**src/core/strap_pkg.sv**
```systemverilog
// Package for the start-up and pin-control block.
// Assumes a 10 MHz system clock.
package strap_pkg;

	localparam int unsigned CLK_HZ          = 10000000;
	localparam int unsigned RESTART_MIN_MS  = 10;
	// Least restart width in cycles, rounded down
	localparam int unsigned RESTART_MIN_CYC =
		(RESTART_MIN_MS * (CLK_HZ / 1000) + 0);
	// Power-on hold after supply up, in cycles
	localparam int unsigned POR_HOLD_CYC    = 16;
	localparam int unsigned CFG_WORDS       = 8;
	localparam int unsigned CFG_AW          = 3;
	localparam logic [7:0]  CFG_RESET_VAL   = 8'h00;
	localparam int unsigned PHASE_W         = 16;

	typedef enum logic [1:0] {
		ST_POR   = 2'b00,
		ST_STRAP = 2'b01,
		ST_RUN   = 2'b10,
		ST_HOLD  = 2'b11
	} seq_state_t;

	typedef struct packed {
		logic spi_mode;
		logic recovery_boot;
	} strap_t;

	typedef struct packed {
		logic       valid;
		logic       write;
		logic       save;
		logic [2:0] addr;
		logic [7:0] data;
	} cfg_cmd_t;

endpackage

```
**src/core/cfg_store.sv**
```systemverilog
// Small configuration memory, registered read data.
// Assumes one clock and a synchronous clear from the sequencer.
`timescale 1ns/1ps
`default_nettype none
module cfg_store
	import strap_pkg::*;
#(
	parameter int unsigned WORDS = CFG_WORDS,
	parameter int unsigned AW    = CFG_AW
) (
	input  wire logic          clk_sys,
	input  wire logic          clear,
	input  wire logic          wr_en,
	input  wire logic [AW-1:0] wr_addr,
	input  wire logic [7:0]    wr_data,
	input  wire logic [AW-1:0] rd_addr,
	output logic      [7:0]    rd_data
);
	logic [7:0] mem_reg [WORDS];

	always_ff @(posedge clk_sys) begin
		for (int i = 0; i < WORDS; i++) begin
			if (clear)
				mem_reg[i] <= CFG_RESET_VAL;
			else if (wr_en && wr_addr == AW'(i))
				mem_reg[i] <= wr_data;
		end
		rd_data <= mem_reg[rd_addr];
	end
endmodule
`default_nettype wire

```
**src/core/reset_strap_iface_select.sv**
```systemverilog
// Restart, power-on reset, strap capture, pin muxing, reference inputs.
// Assumes pins synchronous to clk_sys; flash is an external save port.
`timescale 1ns/1ps
`default_nettype none
// Notes on behaviour
// - The device resets itself at power-up without any restart pulse.
// - An undriven restart input reads high, meaning normal operation.
// - Strap open gives UART plus I2C slave, strap low gives one SPI port.
// - In SPI mode the I2C clock, UART transmit and receive pins carry clock, MISO, MOSI.
// - Each reference input has its offset to the sync source measured and reported.
// - The reference inputs can also act as external interrupt inputs.
// - A buffered reference clock comes from the disciplined oscillator.
// - A low timepulse pin at reset selects recovery boot.
// - Config changes last until reset unless saved to flash by command.
module reset_strap_iface_select
	import strap_pkg::*;
#(
	parameter int unsigned RESTART_CYC = RESTART_MIN_CYC,
	parameter int unsigned POR_CYC     = POR_HOLD_CYC
) (
	input  wire logic               clk_sys,
	input  wire logic               rst_b,
	input  wire logic               restart_in_b,
	input  wire logic               iface_sel_strap_b,
	input  wire logic               pulse_output_two_in,
	input  wire logic               pulse_gen,
	output logic                    pulse_output_two_out,
	output logic                    pulse_output_two_oe,
	input  wire logic               sync_pulse,
	input  wire logic               ref_pulse_in_a,
	input  wire logic               ref_pulse_in_b,
	input  wire logic               irq_mode,
	input  wire logic               steer_en,
	output logic [PHASE_W-1:0]      offset_a,
	output logic [PHASE_W-1:0]      offset_b,
	output logic                    offset_valid,
	output logic                    steer_a,
	output logic                    steer_b,
	output logic                    ext_irq_a,
	output logic                    ext_irq_b,
	input  wire logic               osc_clk_en,
	output logic                    disciplined_clk_out,
	input  wire logic               i2c_scl_in,
	input  wire logic               uart_rx_in,
	input  wire logic               i2c_sda_in,
	input  wire logic               uart_tx_core,
	input  wire logic               spi_miso_core,
	output logic                    uart_tx_pin,
	output logic                    uart_tx_oe,
	output logic                    uart_rx_core,
	output logic                    i2c_scl_core,
	output logic                    i2c_sda_core,
	output logic                    i2c_port_en,
	output logic                    uart_en,
	output logic                    spi_sclk,
	output logic                    spi_mosi,
	output logic                    spi_cs_b,
	output logic                    spi_en,
	input  wire cfg_cmd_t           cfg_cmd,
	input  wire logic [CFG_AW-1:0]  cfg_rd_addr,
	output logic      [7:0]         cfg_rd_data,
	output logic                    save_config_command,
	output logic                    core_rst_b,
	output logic                    recovery_boot,
	output logic                    spi_mode
);
	// ==================================================
	// Reset release and power-on
	logic       rst_s1_reg;
	logic       rst_s2_reg;
	logic       rst_int_b;
	logic       rin_s1_reg;
	logic       rin_s2_reg;
	logic [$clog2(RESTART_CYC+1)-1:0] low_cnt_reg;
	logic [$clog2(POR_CYC+1)-1:0]     por_cnt_reg;
	seq_state_t state_reg;
	seq_state_t state_next;
	strap_t     strap_reg;
	wire        restart_hit;
	wire        por_done;

	always_ff @(posedge clk_sys or negedge rst_b) begin
		if (!rst_b) begin
			rst_s1_reg <= 1'b0;
			rst_s2_reg <= 1'b0;
		end else begin
			rst_s1_reg <= 1'b1;
			rst_s2_reg <= rst_s1_reg;
		end
	end
	assign rst_int_b = rst_s2_reg;

	// Restart input, pulled high when open
	always_ff @(posedge clk_sys or negedge rst_int_b) begin
		if (!rst_int_b) begin
			rin_s1_reg <= 1'b1;
			rin_s2_reg <= 1'b1;
		end else begin
			rin_s1_reg <= restart_in_b;
			rin_s2_reg <= rin_s1_reg;
		end
	end

	// Low-width filter
	always_ff @(posedge clk_sys or negedge rst_int_b) begin
		if (!rst_int_b)
			low_cnt_reg <= '0;
		else if (rin_s2_reg)
			low_cnt_reg <= '0;
		else if (!restart_hit)
			low_cnt_reg <= low_cnt_reg + 1'b1;
	end
	assign restart_hit = (low_cnt_reg == ($bits(low_cnt_reg))'(RESTART_CYC));

	always_ff @(posedge clk_sys or negedge rst_int_b) begin
		if (!rst_int_b)
			por_cnt_reg <= '0;
		else if (state_reg == ST_POR || state_reg == ST_HOLD)
			por_cnt_reg <= por_done ? por_cnt_reg : por_cnt_reg + 1'b1;
		else
			por_cnt_reg <= '0;
	end
	assign por_done = (por_cnt_reg == ($bits(por_cnt_reg))'(POR_CYC));

	// ==================================================
	// Sequencer
	always_comb begin
		state_next = state_reg;
		case (state_reg)
			ST_POR: begin
				// Restart pin held low at power-up keeps the core in reset
				if (por_done && rin_s2_reg)
					state_next = ST_STRAP;
			end
			ST_STRAP: begin
				state_next = ST_RUN;
			end
			ST_RUN: begin
				if (restart_hit)
					state_next = ST_HOLD;
			end
			ST_HOLD: begin
				if (rin_s2_reg && por_done)
					state_next = ST_STRAP;
			end
			default: begin
				state_next = ST_POR;
			end
		endcase
	end

	always_ff @(posedge clk_sys or negedge rst_int_b) begin
		if (!rst_int_b)
			state_reg <= ST_POR;
		else
			state_reg <= state_next;
	end

	// Straps caught on each release, after power-on and after every restart hold
	always_ff @(posedge clk_sys or negedge rst_int_b) begin
		if (!rst_int_b)
			strap_reg <= '0;
		else if (state_reg == ST_STRAP) begin
			strap_reg.spi_mode      <= !iface_sel_strap_b;
			strap_reg.recovery_boot <= !pulse_output_two_in;
		end
	end

	wire running = (state_reg == ST_RUN);
	assign core_rst_b    = running;
	assign recovery_boot = strap_reg.recovery_boot;
	assign spi_mode      = strap_reg.spi_mode;

	// Timepulse pin released outside run so the strap floats high
	assign pulse_output_two_oe  = running;
	assign pulse_output_two_out = running & pulse_gen;

	// ==================================================
	// Shared interface pins
	assign uart_en      = running & !spi_mode;
	assign i2c_port_en  = running & !spi_mode;
	assign spi_en       = running & spi_mode;
	assign spi_sclk     = spi_mode & i2c_scl_in;
	assign spi_mosi     = spi_mode & uart_rx_in;
	assign spi_cs_b     = spi_mode ? i2c_sda_in : 1'b1;
	assign uart_rx_core = spi_mode ? 1'b1 : uart_rx_in;
	assign i2c_scl_core = spi_mode ? 1'b1 : i2c_scl_in;
	assign i2c_sda_core = spi_mode ? 1'b1 : i2c_sda_in;
	assign uart_tx_pin  = spi_mode ? spi_miso_core : uart_tx_core;
	assign uart_tx_oe   = running & (!spi_mode | !spi_cs_b);

	// ==================================================
	// Reference inputs: offset and interrupt
	logic [PHASE_W-1:0] phase_cnt_reg;
	logic [2:0]         edge_reg;

	always_ff @(posedge clk_sys or negedge rst_int_b) begin
		if (!rst_int_b) begin
			phase_cnt_reg <= '0;
			edge_reg      <= '0;
			offset_a      <= '0;
			offset_b      <= '0;
			offset_valid  <= 1'b0;
			steer_a       <= 1'b0;
			steer_b       <= 1'b0;
			ext_irq_a     <= 1'b0;
			ext_irq_b     <= 1'b0;
		end else begin
			edge_reg      <= {sync_pulse, ref_pulse_in_b, ref_pulse_in_a};
			phase_cnt_reg <= (sync_pulse & !edge_reg[2]) ? '0 : phase_cnt_reg + 1'b1;
			offset_valid  <= 1'b0;
			ext_irq_a     <= running & irq_mode & ref_pulse_in_a & !edge_reg[0];
			ext_irq_b     <= running & irq_mode & ref_pulse_in_b & !edge_reg[1];
			if (running & !irq_mode & ref_pulse_in_a & !edge_reg[0]) begin
				offset_a     <= phase_cnt_reg;
				offset_valid <= 1'b1;
				steer_a      <= steer_en & phase_cnt_reg[PHASE_W-1];
			end
			if (running & !irq_mode & ref_pulse_in_b & !edge_reg[1]) begin
				offset_b     <= phase_cnt_reg;
				offset_valid <= 1'b1;
				steer_b      <= steer_en & phase_cnt_reg[PHASE_W-1];
			end
		end
	end

	// Reference clock buffered out of the oscillator enable
	always_ff @(posedge clk_sys or negedge rst_int_b) begin
		if (!rst_int_b)
			disciplined_clk_out <= 1'b0;
		else
			disciplined_clk_out <= osc_clk_en;
	end

	// ==================================================
	// Configuration: volatile store, save on command
	wire cfg_clear = !running;
	wire cfg_wr    = running & cfg_cmd.valid & cfg_cmd.write;

	always_ff @(posedge clk_sys or negedge rst_int_b) begin
		if (!rst_int_b)
			save_config_command <= 1'b0;
		else
			save_config_command <= running & cfg_cmd.valid & cfg_cmd.save;
	end

	cfg_store #(
		.WORDS (CFG_WORDS),
		.AW    (CFG_AW)
	) u_cfg (
		.clk_sys (clk_sys),
		.clear   (cfg_clear),
		.wr_en   (cfg_wr),
		.wr_addr (cfg_cmd.addr),
		.wr_data (cfg_cmd.data),
		.rd_addr (cfg_rd_addr),
		.rd_data (cfg_rd_data)
	);
endmodule
`default_nettype wire

```
**config.mk**
```make
export PLATFORM = sky130hd
export DESIGN_NAME = reset_strap_iface_select
export DESIGN_NICKNAME = d
export VERILOG_FILES = /design/src/core/strap_pkg.sv /design/src/core/cfg_store.sv /design/src/core/reset_strap_iface_select.sv
export SDC_FILE = /design/constraint.sdc
export NUM_CORES = 1
export LEC_CHECK = 0
export BUFFER_PORTS_ARGS = -buffer_cell sky130_fd_sc_hd__buf_2
export CORE_MARGIN = 2
export CORE_UTILIZATION = 42
export DETAILED_ROUTE_END_ITERATION = 8
export PLACE_DENSITY = 0.64
export SYNTH_ARGS = -nofsm -noshare
export SYNTH_HDL_FRONTEND = slang
export SYNTH_HIERARCHICAL = 1
export SYNTH_SLANG_ARGS = --single-unit
```
**constraint.sdc**
```tcl
create_clock -name clk_sys -period 2.94 [get_ports clk_sys]
set_clock_uncertainty 0.05 [all_clocks]
set_input_delay 0.588 -clock clk_sys [delete_from_list [all_inputs] [get_ports clk_sys]]
set_output_delay 0.588 -clock clk_sys [all_outputs]
set_load 0.02 [all_outputs]
```
==> out/summary.log <==
INFO  clock_tree     clock_tree_from_tritoncts=yes
INFO  synth          synth_edf_count=64
INFO  clock_tree     cts_resized=0
INFO  sta            timing.final.setup_violations=0
INFO  global_route   grt_pass1_vias=4535
INFO  critical_path  slowest_stage_cell_on_the_critical_path=sky130_fd_sc_hd__inv_1
INFO  critical_path  crit_path_cell_trace=inv_1, ha_1, inv_1, nor2_1, buf_2
INFO  power          power_report.internal_total=4.705mW
INFO  synth          synth.most_common_cell=sky130_fd_sc_hd__dfrtp_1
INFO  critical_path  count_of_buffering_cells_on_the_critical_path_with_inverters_included=3
INFO  placement      globalplace.congestion=0.8228
INFO  clock_tree     clock_tree.root_cell=sky130_fd_sc_hd__clkbuf_16
INFO  global_route   largest_net_degree_at_the_start_of_global_routing=87
INFO  sta            setup_ws=0.5904ns
INFO  final_layout   final_layout_size_suffix_gt1_frac=0.3049
INFO  power          cellPowerDensity=805.5nW/um^2
INFO  die            fp.dieArea=17680squm
INFO  synth          yosysTopAreaCell=sky130_fd_sc_hd__dfrtp_1
INFO  clock_tree     post_cts.repair.setup_buffers=0
INFO  clock_tree     cts-hold-fix-buffers=1
INFO  placement      port_buffers=96
INFO  synth          synth_commonest_cells=sky130_fd_sc_hd__dfrtp_1, sky130_fd_sc_hd__nor3_1, sky130_fd_sc_hd__edfxtp_1
INFO  sta            hold_viol=0
INFO  global_route   grt_first_pass_wirelength=24.32mm
INFO  clock_tree     clk_sink_count=160
INFO  power          fin_total_pwr=6.647mW
INFO  synth          yosys_reg_bits=160
INFO  critical_path  cp_slowest_stage_delay=0.37ns
INFO  final_layout   final_cell_area=8253squm
INFO  global_route   grt_antenna_before_repair=0
INFO  critical_path  timing.setup.critical_path_class=flop to output port
INFO  hold_path      hold_path.class=primary input to flop
INFO  sta            fmax=425.6MHz
INFO  sta            timing_max_transition_violations_final=0
INFO  global_route   globalRouteOverflowTotal=0
INFO  placement      placedCellCount=820
INFO  final_layout   number_of_nets_at_the_end_of_the_flow=661
INFO  final_layout   instances_no_fill=853
INFO  drt            via_count=4518
INFO  power          worst_ir_drop_vdd=0.4694mV
INFO  synth          postSynthCellCount=524
INFO  final_layout   n_antenna_cell=0
INFO  sta            setup_repair_after_global_routing_missed_its_margin=no
INFO  job            max_cap_viol=0
INFO  sta            slew-limit-headroom=0.2772
INFO  synth          synth.avg_cell_area=13.33squm
INFO  critical_path  worstSetupStartpointType=flop
INFO  power          switching_share=0.2922
INFO  placement      dp.final_hpwl=10.43mm
INFO  status         run_status=complete, no violations
INFO  clock_tree     maximum_root_to_sink_buffer_count=2
INFO  die            chip_width=133.0um
INFO  power          combPwrFrac=0.191
INFO  synth          synth-main-ff-cell=sky130_fd_sc_hd__dfrtp_1
INFO  final_layout   fillers=1410
INFO  synth          mappedNetlistNets=565
INFO  clock_tree     htreeDepth=4
INFO  synth          yosysTopAreaCellShare=0.3081
INFO  critical_path  critPathRequiredTime=2.30ns
INFO  critical_path  path_delay_family=buffers and inverters
INFO  die            design.portCount=97
INFO  critical_path  wp_data_arrival=1.71ns
INFO  drt            drt_iter0_drc=326
INFO  synth          ys_async_sr_fraction=0.5500
INFO  drt            post_drt_wl_per_cell=18.02um
INFO  placement      pre_cts_slack=0.5935ns
INFO  sta            timing.final.crit_share=0.7992
INFO  critical_path  endpoint_kind=output port
INFO  power          pwr-share-seq=0.479
INFO  die            core_region_area=16410squm
INFO  final_layout   area_growth=18.17%
INFO  drt            post-route-drc-count=0
INFO  synth          number_of_distinct_library_cells_after_synthesis=51
INFO  power          leakage=3.630nW
INFO  clock_tree     clock_latency_late_sink=0.43ns
INFO  die            std_cell_rows=47
INFO  die            die_h=133.0um
INFO  placement      placed_cell_area=7651squm
INFO  synth          yosysWarningCount=6
INFO  clock_tree     tritoncts_buffer_count=17
INFO  drt            via_to_cell_ratio=5.297
INFO  sta            final.setup.tns=0ns
INFO  critical_path  cpMostUsedCell=sky130_fd_sc_hd__inv_1
INFO  synth          mappedNetlistArea=6984squm
INFO  drt            length_of_the_first_detailed_routing_pass_in_iterations=4
INFO  power          clkPwrFrac=0.330
INFO  drt            drt.antenna.violating_nets=0
INFO  clock_tree     clk_pin_slew=0.06ns
INFO  synth          synth_top_cells_by_area=sky130_fd_sc_hd__dfrtp_1, sky130_fd_sc_hd__edfxtp_1, sky130_fd_sc_hd__mux2_2
INFO  sta            tightestPinTransition=1.084ns
INFO  sta            period_needed=2.350ns
INFO  critical_path  path_max_fanout=13
INFO  synth          sequential_cell_area_fraction_in_the_yosys_report=0.6138
INFO  die            initial_core_utilization=0.4257
INFO  drt            wirelength=15.37mm
INFO  global_route   total_routing_usage_gr=0.1805
INFO  final_layout   largest_register_ff_count=64
INFO  power          total_switching_power=1.942mW
-- worst reg2reg max path: stages, from the launching register on --
cell                       delay, ns
sky130_fd_sc_hd__dfrtp_1        0.38
sky130_fd_sc_hd__inv_1          0.07
sky130_fd_sc_hd__ha_1           0.20
sky130_fd_sc_hd__and3_1         0.28
sky130_fd_sc_hd__nand2b_1       0.18
sky130_fd_sc_hd__o21bai_1       0.76
-- power groups by stage --
| stage | registers, mW | clock network, mW | logic [mW] |
|---|---|---|---|
| after floorplan | 3.23 | 0 | 0.760 |
| after global placement | 3.20 | 0 | 1.24 |
| after detailed placement | 3.23 | 0 | 1.27 |
| after CTS | 3.19 | 2.23 | 1.29 |
| after global routing | 3.24 | 2.33 | 1.37 |
| final | 3.18 | 2.19 | 1.27 |
-- stage by stage --
step / util / hold slack, ns
after floorplan: - / 0.2424
after global placement: 0.4663 / 0.2892
after detailed placement: 0.4663 / 0.2865
after CTS: 0.5030 / 0.1996
after global routing: 0.5030 / 0.1966
final: 0.5030 / 0.2168
-- layout make-up --
class | instances | area [sq um] | area share
Clock buffer | 21 | 493.0 | 0.05973
Clock inverter | 11 | 98.84 | 0.01198
Inverter | 25 | 93.84 | 0.01137
Multi-Input combinational cell | 312 | 2459 | 0.2979
Sequential cell | 160 | 4290 | 0.5199
Tap cell | 220 | 275.3 | 0.03335
Timing Repair Buffer | 104 | 543.0 | 0.06580
-- placed cells by master, fill, tap and decap left out, types with 13 or more instances in the layout --
cell / n
sky130_fd_sc_hd__buf_2: 96
sky130_fd_sc_hd__clkbuf_16: 19
sky130_fd_sc_hd__dfrtp_1: 85
sky130_fd_sc_hd__edfxtp_1: 64
sky130_fd_sc_hd__inv_1: 17
sky130_fd_sc_hd__mux2_2: 42
sky130_fd_sc_hd__mux4_1: 15
sky130_fd_sc_hd__nand2_1: 13
sky130_fd_sc_hd__nand3_1: 16
sky130_fd_sc_hd__nor2_1: 27
sky130_fd_sc_hd__nor3_1: 66
sky130_fd_sc_hd__xnor2_1: 17
-- kinds of logic after synthesis --
logic type                 Yosys count  share of synthesized area
adders and majority gates            7                    0.01254
DFF                                160                     0.6138
and+or+nand+nor                    186                     0.1478
muxes                               63                     0.1345
buffers and inverters               52                    0.03422
xor gates and xnor gates            24                    0.03010
other                                1                  0.0005369
AOI/OAI and AO/OA                   31                    0.02651
-- layer usage --
metal,vias to the layer above,track usage,share of wire
met5,-,0,0
met4,0,0.05675,0.0083
met3,14,0.05287,0.055
met2,130,0.3037,0.51
met1,2268,0.2258,0.42
li1,2106,-,-
-- path summary, 6_finish.rpt --
path	from	to	slack (ns)	cells after the start
max in group asynchronous	rst_int_b	low_cnt_reg[6]	1.67	0
max	state_reg[0]	i2c_port_en	0.59	5
min in group asynchronous	rst_b	rst_int_b	0.42	2
max reg2reg	state_reg[0]	u_cfg/mem_reg[4][3]	0.65	5
min	osc_clk_en	disciplined_clk_out	0.22	1
min reg2reg	rst_s1_reg	rst_int_b	0.31	0
Note: power is estimated with default switching activity, not from simulation.
